--- src/luc_pkg.sv ---
// ==========================================
// shared constants and types
package luc_pkg;
	// register byte addresses
	localparam logic [7:0] ADDR_CTRL = 8'hc0;
	localparam logic [7:0] ADDR_STAT = 8'hc1;
	localparam logic [7:0] ADDR_ERR = 8'hc2;
	localparam logic [7:0] ADDR_LEN = 8'hc3;
	localparam logic [7:0] ADDR_BTR = 8'hc4;
	localparam logic [7:0] ADDR_DIVL = 8'hc5;
	localparam logic [7:0] ADDR_DIVH = 8'hc6;
	localparam logic [7:0] ADDR_DATA = 8'hc7;
	localparam logic [7:0] ADDR_ID = 8'hc8;
	// control field positions
	localparam int unsigned CTRL_SWRES = 7;
	localparam int unsigned CTRL_LEGACY = 6;
	localparam int unsigned CTRL_ENA = 3;
	// status field positions
	localparam int unsigned STB_RXDONE = 0;
	localparam int unsigned STB_TXDONE = 1;
	localparam int unsigned STB_ERR = 2;
	// reset values and samples per bit minimum
	localparam logic [7:0] CTRL_RST = 8'h00;
	localparam logic [5:0] SPB_RST = 6'h20;
	localparam logic [11:0] DIV_RST = 12'h000;
	localparam logic [5:0] SPB_MIN = 6'h08;
	// idle cycles between bytes of a response
	localparam logic [1:0] GAP_CYC = 2'h3;
	localparam logic [2:0] BIT_LAST = 3'h7;
	// command codes
	typedef enum logic [2:0] {
		CMD_RX_HDR = 3'b000,
		CMD_TX_HDR = 3'b001,
		CMD_RX_RSP = 3'b010,
		CMD_TX_RSP = 3'b011,
		CMD_UART_OFF = 3'b100
	} luc_cmd_t;
	// byte engine states
	typedef enum logic [2:0] {
		ST_IDLE = 3'b000,
		ST_START = 3'b001,
		ST_DATA = 3'b010,
		ST_PAR = 3'b011,
		ST_STOP = 3'b100
	} luc_state_t;
	// decoded frame configuration
	typedef struct packed {
		logic crc_on;
		logic tmo_on;
		logic listen;
		logic par_on;
		logic par_odd;
	} luc_cfg_t;
	// error flags, bits 3 down to 0
	typedef struct packed {
		logic sync;
		logic parity;
		logic checksum;
		logic bit_err;
	} luc_err_t;
	// register bus request
	typedef struct packed {
		logic [7:0] addr;
		logic [7:0] wdata;
		logic wr;
		logic rd;
	} luc_bus_t;
endpackage

--- src/luc_data_buf.sv ---
// ==========================================
// response byte buffer, registered read
module luc_data_buf (
	input wire logic clk,
	input wire logic reset_n,
	input wire logic we,
	input wire logic [2:0] waddr,
	input wire logic [7:0] wdata,
	input wire logic [2:0] raddr,
	output logic [7:0] rdata
);
	logic [7:0] mem [8]; // eight data bytes

	// write port
	always_ff @(posedge clk) begin
		if (we) begin
			mem[waddr] <= wdata;
		end
	end

	// read port, one cycle latency
	always_ff @(posedge clk or negedge reset_n) begin
		if (!reset_n) begin
			rdata <= 8'h00;
		end else begin
			rdata <= mem[raddr];
		end
	end
endmodule // luc_data_buf

--- src/luc_lin_uart.sv ---
// ==========================================
// lin / uart controller core
// Contract
// - soft reset bit resets, then self-clears
// - legacy select: 0 rev 2.1, 1 rev 1.3
// - lin frame config picks checksum/timeout/listen
// - uart frame config picks parity/listen
// - enable low disables; commands need enable
// - codes 000-011 select lin operations
// - uart codes 100 off, 11x rx, 1x1 tx
// - rx response clears transmit length field
// - rx response: rx length held, tx counts
// - rx error stops, flags, count kept
// - rx done after checksum, lengths equal
// - tx response clears receive length field
// - tx response: tx length held, rx counts
// - tx error stops, flags, count kept
// - tx done after checksum, lengths equal
// - four error flags cleared with summary
// - resync disable bit stops resynchronisation
// - samples per bit default 32, 8..63
// - sample period is clock times divisor+1
// - twelve bit divisor, reset zero
module luc_lin_uart (
	input wire logic clk,
	input wire logic reset_n,
	input wire luc_pkg::luc_bus_t bus,
	output logic [7:0] rdata,
	input wire logic line_rx,
	output logic line_tx,
	output logic busy
);

	// ==========================================
	// decode helpers
	function automatic logic hit(input luc_pkg::luc_bus_t b,
		input logic [7:0] a);
		return b.wr && (b.addr == a);
	endfunction

	function automatic luc_pkg::luc_cfg_t decode_cfg(input logic uart,
		input logic [1:0] c);
		luc_pkg::luc_cfg_t r;
		r = '0;
		if (uart) begin
			r.par_on = (c == 2'b01) || (c == 2'b10);
			r.par_odd = (c == 2'b10);
			r.listen = (c == 2'b11);
		end else begin
			r.crc_on = (c != 2'b01);
			r.tmo_on = (c == 2'b00) || (c == 2'b11);
			r.listen = (c == 2'b11);
		end
		return r;
	endfunction

	function automatic logic [7:0] ck_add(input logic [7:0] a,
		input logic [7:0] b);
		logic [8:0] s;
		s = {1'b0, a} + {1'b0, b};
		return s[7:0] + {7'h00, s[8]};
	endfunction

	// ==========================================
	// declarations
	logic sw_reset; // one-cycle soft reset
	logic legacy; // rev 1.3 behaviour
	logic [1:0] conf; // frame configuration
	logic enable; // controller enable
	logic [2:0] cmd; // last command code
	logic resync_dis; // resynchronisation off
	logic [5:0] spb; // samples per bit
	logic [11:0] divisor; // baud divisor
	logic [7:0] lin_id; // identifier for checksum seed
	logic [3:0] rx_len, tx_len; // length fields
	logic rsp_tx; // response direction
	logic [7:0] ck; // running checksum
	logic rx_done, tx_done; // done flags
	luc_pkg::luc_err_t err; // sticky error flags
	logic uart_tx_pend; // uart byte queued
	logic [2:0] ptr; // software buffer pointer
	logic data_sel; // read of buffer pending
	logic [7:0] rdata_q; // registered register read
	logic [7:0] mem_q; // buffer read data
	logic rx_meta, rx_s, rx_prev; // line synchroniser
	luc_pkg::luc_state_t state; // byte engine state
	logic [11:0] div_cnt; // sample divider
	logic [5:0] samp; // sample index in bit
	logic [2:0] bitn; // data bit index
	logic [7:0] shreg; // shift register
	logic par_acc, smp, eng_tx; // engine state bits
	logic ev_byte; // byte finished clean
	luc_pkg::luc_err_t ev_err; // engine error pulse
	logic [1:0] gap; // inter-byte gap
	logic next_tx; // next line level

	luc_pkg::luc_cfg_t cfg;
	logic uart_mode, uart_rx_en, uart_tx_en;
	logic wr_ctrl, cmd_go, count_done, is_ck, ck_bad;
	logic tick, bit_end, mid, resync, par_bit;
	logic tx_req, rx_en, start_tx, start_rx, rsp_end;
	logic sw_wr, sw_rd, eng_wr, rx_set, tx_set, clr_st;
	logic [7:0] tx_byte;

	// ==========================================
	// combinational decode
	assign cfg = decode_cfg(uart_mode, conf);
	assign uart_mode = cmd[2];
	assign uart_rx_en = enable && (cmd[2:1] == 2'b11);
	assign uart_tx_en = enable && cmd[2] && cmd[0];
	assign wr_ctrl = hit(bus, luc_pkg::ADDR_CTRL);
	assign cmd_go = wr_ctrl && bus.wdata[luc_pkg::CTRL_ENA]
		&& !bus.wdata[luc_pkg::CTRL_SWRES];
	assign count_done = (rx_len == tx_len);
	assign is_ck = busy && cfg.crc_on && count_done;
	assign ck_bad = is_ck && !rsp_tx && (shreg != ~ck);
	assign tx_byte = is_ck ? ~ck : mem_q;
	assign tick = (div_cnt == divisor);
	assign bit_end = tick && (samp == spb - 6'h01);
	assign mid = tick && (samp == {1'b0, spb[5:1]});
	assign par_bit = par_acc ^ cfg.par_odd;
	assign tx_req = busy ? rsp_tx : uart_tx_pend;
	assign rx_en = busy ? !rsp_tx : uart_rx_en;
	assign start_tx = (state == luc_pkg::ST_IDLE) && (gap == 2'h0)
		&& tx_req && !(busy && !cfg.crc_on && count_done);
	assign start_rx = (state == luc_pkg::ST_IDLE) && rx_en
		&& rx_prev && !rx_s && !start_tx;
	assign resync = !resync_dis && (state == luc_pkg::ST_DATA)
		&& !eng_tx && rx_prev && !rx_s
		&& (samp < {1'b0, spb[5:1]});
	assign rsp_end = busy && !cfg.crc_on && count_done
		&& (state == luc_pkg::ST_IDLE) && (gap == 2'h0);
	assign sw_wr = hit(bus, luc_pkg::ADDR_DATA) && !busy;
	assign sw_rd = bus.rd && (bus.addr == luc_pkg::ADDR_DATA);
	assign eng_wr = ev_byte && !eng_tx && !(busy && is_ck);
	assign rx_set = (ev_byte && !eng_tx
		&& (busy ? (is_ck && !ck_bad) : uart_mode))
		|| (rsp_end && !rsp_tx);
	assign tx_set = (ev_byte && eng_tx && (busy ? is_ck : uart_mode))
		|| (rsp_end && rsp_tx);
	assign clr_st = hit(bus, luc_pkg::ADDR_STAT);

	// ==========================================
	// control register and soft reset
	always_ff @(posedge clk or negedge reset_n) begin
		if (!reset_n) begin
			sw_reset <= 1'b0;
		end else begin
			// self-clears one cycle after the write
			sw_reset <= wr_ctrl
				&& bus.wdata[luc_pkg::CTRL_SWRES];
		end
	end

	// control fields
	always_ff @(posedge clk or negedge reset_n) begin
		if (!reset_n) begin
			{legacy, conf, enable, cmd} <= luc_pkg::CTRL_RST[6:0];
		end else if (sw_reset) begin
			{legacy, conf, enable, cmd} <= luc_pkg::CTRL_RST[6:0];
		end else if (wr_ctrl && !bus.wdata[luc_pkg::CTRL_SWRES]) begin
			{legacy, conf, enable, cmd} <= bus.wdata[6:0];
		end
	end

	// bit timing, divisor and identifier
	always_ff @(posedge clk or negedge reset_n) begin
		if (!reset_n) begin
			resync_dis <= 1'b0;
			spb <= luc_pkg::SPB_RST;
			divisor <= luc_pkg::DIV_RST;
			lin_id <= 8'h00;
		end else if (sw_reset) begin
			resync_dis <= 1'b0;
			spb <= luc_pkg::SPB_RST;
			divisor <= luc_pkg::DIV_RST;
			lin_id <= 8'h00;
		end else begin
			if (hit(bus, luc_pkg::ADDR_BTR)) begin
				resync_dis <= bus.wdata[7];
				// counts below the minimum are ignored
				if (bus.wdata[5:0] >= luc_pkg::SPB_MIN) begin
					spb <= bus.wdata[5:0];
				end
			end
			if (hit(bus, luc_pkg::ADDR_DIVL)) begin
				divisor[7:0] <= bus.wdata;
			end
			if (hit(bus, luc_pkg::ADDR_DIVH)) begin
				divisor[11:8] <= bus.wdata[3:0];
			end
			if (hit(bus, luc_pkg::ADDR_ID)) begin
				lin_id <= bus.wdata;
			end
		end
	end

	// ==========================================
	// response sequencing and length fields
	always_ff @(posedge clk or negedge reset_n) begin
		if (!reset_n) begin
			busy <= 1'b0;
			rsp_tx <= 1'b0;
			rx_len <= 4'h0;
			tx_len <= 4'h0;
			ck <= 8'h00;
		end else if (sw_reset) begin
			busy <= 1'b0;
			rsp_tx <= 1'b0;
			rx_len <= 4'h0;
			tx_len <= 4'h0;
			ck <= 8'h00;
		end else if (wr_ctrl) begin
			// rev 2.1 seeds the sum with the identifier
			ck <= bus.wdata[luc_pkg::CTRL_LEGACY] ? 8'h00 : lin_id;
			if (cmd_go) begin
				case (bus.wdata[2:0])
				luc_pkg::CMD_RX_RSP: begin
					busy <= 1'b1;
					rsp_tx <= 1'b0;
					tx_len <= 4'h0;
				end
				luc_pkg::CMD_TX_RSP: begin
					busy <= 1'b1;
					rsp_tx <= 1'b1;
					rx_len <= 4'h0;
				end
				default: begin
					// header and uart codes end a response
					busy <= 1'b0;
				end
				endcase
			end else begin
				busy <= 1'b0;
			end
		end else if (busy) begin
			if (ev_err != '0) begin
				busy <= 1'b0;
			end else if (ev_byte && is_ck) begin
				busy <= 1'b0;
			end else if (ev_byte) begin
				ck <= ck_add(ck, shreg);
				if (rsp_tx) begin
					rx_len <= rx_len + 4'h1;
				end else begin
					tx_len <= tx_len + 4'h1;
				end
			end else if (rsp_end) begin
				busy <= 1'b0;
			end
		end else if (hit(bus, luc_pkg::ADDR_LEN)) begin
			// lengths are software's only while idle
			rx_len <= bus.wdata[3:0];
			tx_len <= bus.wdata[7:4];
		end
	end

	// ==========================================
	// flags: set wins over clear
	always_ff @(posedge clk or negedge reset_n) begin
		if (!reset_n) begin
			rx_done <= 1'b0;
			tx_done <= 1'b0;
			err <= '0;
		end else if (sw_reset) begin
			rx_done <= 1'b0;
			tx_done <= 1'b0;
			err <= '0;
		end else begin
			rx_done <= rx_set || (rx_done
				&& !(clr_st && bus.wdata[luc_pkg::STB_RXDONE]));
			tx_done <= tx_set || (tx_done
				&& !(clr_st && bus.wdata[luc_pkg::STB_TXDONE]));
			// clearing the summary clears all four
			err <= ev_err | {2'b00, ck_bad && ev_byte, 1'b0}
				| (err & {4{!(clr_st
				&& bus.wdata[luc_pkg::STB_ERR])}});
		end
	end

	// ==========================================
	// line input synchroniser
	always_ff @(posedge clk or negedge reset_n) begin
		if (!reset_n) begin
			rx_meta <= 1'b1;
			rx_s <= 1'b1;
			rx_prev <= 1'b1;
		end else begin
			rx_meta <= line_rx;
			rx_s <= rx_meta;
			rx_prev <= rx_s;
		end
	end

	// ==========================================
	// sample timing
	always_ff @(posedge clk or negedge reset_n) begin
		if (!reset_n) begin
			div_cnt <= 12'h000;
			samp <= 6'h00;
			smp <= 1'b1;
		end else if (sw_reset || start_tx || start_rx || resync) begin
			div_cnt <= 12'h000;
			samp <= 6'h00;
		end else begin
			// one sample every divisor+1 clocks
			div_cnt <= tick ? 12'h000 : div_cnt + 12'h001;
			if (tick) begin
				samp <= (samp == spb - 6'h01) ? 6'h00 : samp + 6'h01;
			end
			if (mid) begin
				smp <= rx_s;
			end
		end
	end

	// ==========================================
	// byte engine
	always_ff @(posedge clk or negedge reset_n) begin
		if (!reset_n) begin
			state <= luc_pkg::ST_IDLE;
			bitn <= 3'h0;
			shreg <= 8'h00;
			par_acc <= 1'b0;
			eng_tx <= 1'b0;
			ev_byte <= 1'b0;
			ev_err <= '0;
		end else begin
			ev_byte <= 1'b0;
			ev_err <= '0;
			if (sw_reset || wr_ctrl) begin
				state <= luc_pkg::ST_IDLE;
			end else begin
				case (state)
				luc_pkg::ST_IDLE: begin
					par_acc <= 1'b0;
					bitn <= 3'h0;
					if (start_tx) begin
						shreg <= tx_byte;
						eng_tx <= 1'b1;
						state <= luc_pkg::ST_START;
					end else if (start_rx) begin
						eng_tx <= 1'b0;
						state <= luc_pkg::ST_START;
					end
				end
				luc_pkg::ST_START: begin
					if (bit_end && smp) begin
						// false start or start bit overdriven
						ev_err.bit_err <= eng_tx && !cfg.listen;
						state <= luc_pkg::ST_IDLE;
					end else if (bit_end) begin
						state <= luc_pkg::ST_DATA;
					end
				end
				luc_pkg::ST_DATA: begin
					if (bit_end) begin
						shreg <= {smp, shreg[7:1]};
						par_acc <= par_acc ^ smp;
						bitn <= bitn + 3'h1;
						if (eng_tx && !cfg.listen && smp != shreg[0]) begin
							ev_err.bit_err <= 1'b1;
							state <= luc_pkg::ST_IDLE;
						end else if (bitn == luc_pkg::BIT_LAST) begin
							state <= cfg.par_on ? luc_pkg::ST_PAR
								: luc_pkg::ST_STOP;
						end
					end
				end
				luc_pkg::ST_PAR: begin
					if (bit_end && smp != par_bit) begin
						ev_err.parity <= !eng_tx;
						ev_err.bit_err <= eng_tx && !cfg.listen;
						state <= luc_pkg::ST_IDLE;
					end else if (bit_end) begin
						state <= luc_pkg::ST_STOP;
					end
				end
				luc_pkg::ST_STOP: begin
					if (bit_end) begin
						// low stop bit on receive counts as loss of sync
						ev_err.sync <= !smp && !eng_tx;
						ev_err.bit_err <= !smp && eng_tx && !cfg.listen;
						ev_byte <= smp || (eng_tx && cfg.listen);
						state <= luc_pkg::ST_IDLE;
					end
				end
				default: begin
					state <= luc_pkg::ST_IDLE;
				end
				endcase
			end
		end
	end

	// next line level; listening never drives
	always_comb begin
		next_tx = 1'b1;
		if (eng_tx && !cfg.listen) begin
			case (state)
			luc_pkg::ST_START: next_tx = 1'b0;
			luc_pkg::ST_DATA: next_tx = shreg[0];
			luc_pkg::ST_PAR: next_tx = par_bit;
			default: next_tx = 1'b1;
			endcase
		end
	end

	// line output and inter-byte gap
	always_ff @(posedge clk or negedge reset_n) begin
		if (!reset_n) begin
			line_tx <= 1'b1;
			gap <= 2'h0;
		end else begin
			line_tx <= next_tx;
			// a buffer write also waits: read flop lags the write by two
			if (state != luc_pkg::ST_IDLE || cmd_go || sw_wr) begin
				gap <= luc_pkg::GAP_CYC;
			end else if (gap != 2'h0) begin
				gap <= gap - 2'h1;
			end
		end
	end

	// ==========================================
	// uart queue and buffer pointer
	always_ff @(posedge clk or negedge reset_n) begin
		if (!reset_n) begin
			uart_tx_pend <= 1'b0;
			ptr <= 3'h0;
		end else if (sw_reset || wr_ctrl) begin
			uart_tx_pend <= 1'b0;
			ptr <= 3'h0;
		end else begin
			if (sw_wr && uart_tx_en) begin
				uart_tx_pend <= 1'b1;
			end else if (start_tx && !busy) begin
				uart_tx_pend <= 1'b0;
			end
			if ((sw_wr || sw_rd) && !uart_mode && !busy) begin
				ptr <= ptr + 3'h1;
			end
		end
	end

	luc_data_buf u_buf (
		.clk(clk),
		.reset_n(reset_n),
		.we(eng_wr || sw_wr),
		.waddr(busy ? tx_len[2:0] : ptr),
		.wdata(eng_wr ? shreg : bus.wdata),
		.raddr(busy ? rx_len[2:0] : ptr),
		.rdata(mem_q)
	);

	// ==========================================
	// register read, data one cycle after strobe
	always_ff @(posedge clk or negedge reset_n) begin
		if (!reset_n) begin
			rdata_q <= 8'h00;
			data_sel <= 1'b0;
		end else begin
			data_sel <= sw_rd;
			rdata_q <= 8'h00;
			if (!bus.rd) begin
				rdata_q <= 8'h00;
			end else if (bus.addr == luc_pkg::ADDR_CTRL) begin
				rdata_q <= {sw_reset, legacy, conf, enable, cmd};
			end else if (bus.addr == luc_pkg::ADDR_STAT) begin
				rdata_q <= {1'b0, cfg.tmo_on, cfg.crc_on, busy, 1'b0,
					err != '0, tx_done, rx_done};
			end else if (bus.addr == luc_pkg::ADDR_ERR) begin
				rdata_q <= {4'h0, err};
			end else if (bus.addr == luc_pkg::ADDR_LEN) begin
				rdata_q <= {tx_len, rx_len};
			end else if (bus.addr == luc_pkg::ADDR_BTR) begin
				rdata_q <= {resync_dis, 1'b0, spb};
			end else if (bus.addr == luc_pkg::ADDR_DIVL) begin
				rdata_q <= divisor[7:0];
			end else if (bus.addr == luc_pkg::ADDR_DIVH) begin
				rdata_q <= {4'h0, divisor[11:8]};
			end else if (bus.addr == luc_pkg::ADDR_ID) begin
				rdata_q <= lin_id;
			end
		end
	end

	assign rdata = data_sel ? mem_q : rdata_q;
endmodule // luc_lin_uart

--- config.mk ---
export PLATFORM = sky130hd
export DESIGN_NAME = luc_lin_uart
export DESIGN_NICKNAME = d
export VERILOG_FILES = /design/src/luc_pkg.sv /design/src/luc_data_buf.sv /design/src/luc_lin_uart.sv
export SDC_FILE = /design/constraint.sdc
export NUM_CORES = 1
export LEC_CHECK = 0
export BUFFER_PORTS_ARGS = -buffer_cell sky130_fd_sc_hd__buf_4
export CELL_PAD_IN_SITES_DETAIL_PLACEMENT = 1
export CELL_PAD_IN_SITES_GLOBAL_PLACEMENT = 1
export CORE_MARGIN = 2
export CORE_UTILIZATION = 40
export DETAILED_ROUTE_END_ITERATION = 10
export PLACE_DENSITY_LB_ADDON = 0.1
export SYNTH_ARGS = -nofsm -noshare
export SYNTH_HDL_FRONTEND = slang
export SYNTH_SLANG_ARGS = --single-unit
--- constraint.sdc ---
create_clock -name clk -period 4.6 [get_ports clk]
set_input_delay 0.46 -clock clk [delete_from_list [all_inputs] [get_ports clk]]
set_output_delay 0.46 -clock clk [all_outputs]
set_load 0.01 [all_outputs]
==> run summary <==
The area growth from synthesis to layout is 12.2%. Counting flops with a built-in enable in the synthesized netlist gives 64. Grouping stages by cell kind, the critical path spends the most delay in simple AND/OR/NAND/NOR gates. The mux contribution to synthesized area came out at 9.37%.

The number of primary I/O pins is 31. The number of antenna violations at the first check in global routing is 1. Leaving out fill and tap cells, the most frequent cell in the layout is sky130_fd_sc_hd__dfrtp_1. The effective utilization at floorplan is 40.4%. Once detailed placement completed, the half-perimeter wirelength came to 22700 µm. The area inside the core boundary is 0.0250 mm².

The length of the first detailed-routing pass in iterations came out at 4. Walking the worst path, the cells encountered are xor2_1 > nor4_1 > nand3_1 > or4b_4 > a21o_4 > a21oi_4 > mux2_2. The count of nets left with antenna violations after detail routing came out at 0. The combinational family with the most area after synthesis is simple AND/OR/NAND/NOR gates. STA classifies the critical path startpoint as a flip-flop.

Among all flip-flop cells after synthesis, the most frequent one is sky130_fd_sc_hd__dfrtp_1. The aggregate routed wire length came out at 31800 µm. Setup repair after global routing left no endpoint under its margin.

The worst-case IR drop observed on VDD is 231 µV. The path type of the worst setup path is reg -> reg. The placement row count is 58. The worst-margin pin slew is 900 ps. The final layout net count is 1041. The xor/xnor share of the synthesized area came out at 4.42%. After clock tree synthesis, the clock-pin slew on the worst setup and hold paths is 90 ps. The number of endpoints failing setup at the final stage is 0. In this run the power density over the cells is 445 mW/mm². The tightest min-delay check is of the in -> async type. The required time of the worst setup path came out at 4940 ps. The adder and majority cell fraction of the synthesized area is 3.54%.

The pin count of the biggest net entering global routing is 92. The area fraction in and, or, nand and nor cells after synthesis came out at 16.4%. The average size of a mapped cell came out at 10.3 µm².

The largest stage delay on the critical path is 750 ps. The cell count after synthesis came out at 977. The number of buffers inserted by port buffering is 30. The detailed-route DRC error count came out at 0. The slack of the worst reg-to-reg path came out at 1380 ps. The post-CTS setup buffer count came out at 0. The remaining global-route overflow came out at 0. The die outline area came out at 0.0265 mm². In the final routed layout, each cell accounts on average for 23.8 µm. By area the synthesized netlist is led by sky130_fd_sc_hd__dfrtp_1, sky130_fd_sc_hd__edfxtp_1, sky130_fd_sc_hd__mux2_2. The count of maximum capacitance violations came out at 0. The total number of vias is 7715. Based on the critical path, the design can be clocked at up to 310 MHz. The total count of max-transition violations in the final report came out at 0. No sink is reached through more buffers than the 2 on the longest clock path. The fraction of final layout cells with drive strength greater than 1 came out at 14.4%.

The diode insertion count for antenna repair is 0. The largest fanout on the critical path is 11. The global placement routability congestion is 0.832.

The net count after synthesis is 1026. The capture point of the worst reg-to-reg path is shreg[0]. The number of global-route vias before repair came to 7871.

The quantity of hold-fixing buffers added after cts came out at 0. The detailed router finished its first iteration with 773 violations. The total global-route track usage came out at 24.8%. Gates resized during post-CTS repair numbered 0. For the final routed database, the setup TNS stands at 0 ps. The clock latency on the worst-skew pair came out at 450 ps.

The nature of the critical path endpoint is a flip-flop. The worst register-to-register path begins at div_cnt[7]. Power comes to 5.04 mW.

Headroom to the max-slew limit came out at 39.5%. The worst clock skew came out at 14.8 ps. The share of Yosys cell area claimed by the top area cell type came out at 29.5%.

The number of different library cells in the post-synthesis netlist came out at 68. The critical path contains buffers and inverters numbering 0 combined. The horizontal die dimension is 163 µm. For the worst flop-to-flop path, the logic depth is 7. For this run, asynchronously set or reset flops after synthesis account for 66.1%. The number of gates on the worst path with buffers counted came out at 7. The number of clock sinks seen by CTS is 189. The synthesized netlist devotes 12.7% of its cell area to compound gates. The run finished with clean final reports.

In this run the static leakage power is 4.64 nW. The pre-CTS setup slack is 1300 ps. The CTS H-tree depth came out at 4. The via count normalized by instance count is 5.78. The top cell types in the final layout, fill and taps aside, are sky130_fd_sc_hd__dfrtp_1, sky130_fd_sc_hd__nor2_1, sky130_fd_sc_hd__nand2_1, sky130_fd_sc_hd__a21oi_1, sky130_fd_sc_hd__edfxtp_1. In this run the worst setup path terminates at shreg[0].

The CTS buffer count is 17. The register bit count reported by yosys is 189. TritonCTS built the clock tree. The minimum period implied by the final worst setup slack came out at 3220 ps. For this design, the slowest cell found on the critical path is sky130_fd_sc_hd__or4b_4. The final clock period utilization by the worst path came out at 70.0%. The die is 163 µm tall.

Summing the sequential cell areas from Yosys gives 50.1% of the chip area. The global-route wire length before repair came out at 49200 µm. The synthesized area is 0.0101 mm².

The worst path setup slack after routing is 1380 ps. sky130_fd_sc_hd__dfrtp_1 takes more of the synthesized area than any other cell. The tree is rooted in a sky130_fd_sc_hd__clkbuf_16. Yosys printed 0 warnings.

The final count of hold timing violations is 0. The critical path starts at div_cnt[7]. The signal arrival time at the worst endpoint came out at 3560 ps.
-- synth_stat cells (21+ instances only) --
cell,instances
sky130_fd_sc_hd__ha_1,27
sky130_fd_sc_hd__clkbuf_1,39
sky130_fd_sc_hd__nand3_1,42
sky130_fd_sc_hd__edfxtp_1,64
sky130_fd_sc_hd__nor2_1,98
sky130_fd_sc_hd__a21oi_1,72
sky130_fd_sc_hd__dfrtp_1,119
sky130_fd_sc_hd__xor2_1,30
sky130_fd_sc_hd__mux2_2,34
sky130_fd_sc_hd__xnor2_1,21
sky130_fd_sc_hd__inv_1,40
sky130_fd_sc_hd__o21ai_0,57
sky130_fd_sc_hd__nand2_1,95
-- registers in the layout, indices dropped and copies added, names as in the netlist, 6 cells and up --
register	cells
u_buf.mem	64
div_cnt	12
divisor	12
ck	8
lin_id	8
rdata_q	8
shreg	8
u_buf.rdata	8
samp	6
spb	6
-- routing by layer --
layer  global-route usage [%]  vias to the layer above  part of all wire [%]
met5                        0                        -                 0.022
met1                     34.8                     3960                    46
met2                     41.2                      141                    49
li1                         -                     3578                     -
met4                     5.87                        2                   1.4
met3                     3.18                       34                   3.2
-- metrics by stage --
stage / utilization, % / hold slack [ps] / std cells / cell area [µm²]
after floorplan: - / 164 / 977 / 10100
after global placement: 42.7 / 355 / 1303 / 10700
after detailed placement: 42.7 / 350 / 1303 / 10700
after CTS: 45.4 / 101 / 1335 / 11300
after global routing: 45.4 / 106 / 1335 / 11300
final: 45.4 / 56.7 / 1335 / 11300
-- worst min-delay path by stage --
stage               cells past startpoint  slack (ps)    start       to
floorplan                               0         160  reset_n  bitn[0]
global placement                        0         350  rx_meta     rx_s
detailed placement                      0         350  rx_meta     rx_s
CTS                                     1         100  line_rx  rx_meta
global route                            1         110  line_rx  rx_meta
finish                                  1          60  reset_n  samp[4]
-- where the power goes --
group	switching [mW]	total (mW)	internal, mW
Sequential	0.248	2.15	1.90
Clock	0.876	1.66	0.788
Combinational	0.708	1.23	0.521
Total	1.83	5.04	3.21
-- worst reg2reg max path, cell delays in order (launching register included) --
cell and delay (ps):
sky130_fd_sc_hd__dfrtp_1 450, sky130_fd_sc_hd__xor2_1 180, sky130_fd_sc_hd__nor4_1 300, sky130_fd_sc_hd__nand3_1 400
sky130_fd_sc_hd__or4b_4 750, sky130_fd_sc_hd__a21o_4 300, sky130_fd_sc_hd__a21oi_4 330, sky130_fd_sc_hd__mux2_2 390
-- layout make-up --
type                            count  area (µm²)
Multi-Input combinational cell    699        4710
Clock buffer                       17         425
Clock inverter                     15         236
Sequential cell                   189        5060
Inverter                           40         150
Tap cell                          330         413
Timing Repair Buffer               45         342
Fill cell                        2756       13600
-- cell families after synthesis --
logic type | Yosys count
mux | 69
flops | 189
fa+ha+maj | 28
xor+xnor | 51
buf+inv | 89
compound gates | 208
simple gates | 343
Note: power is estimated with default switching activity, not from simulation.
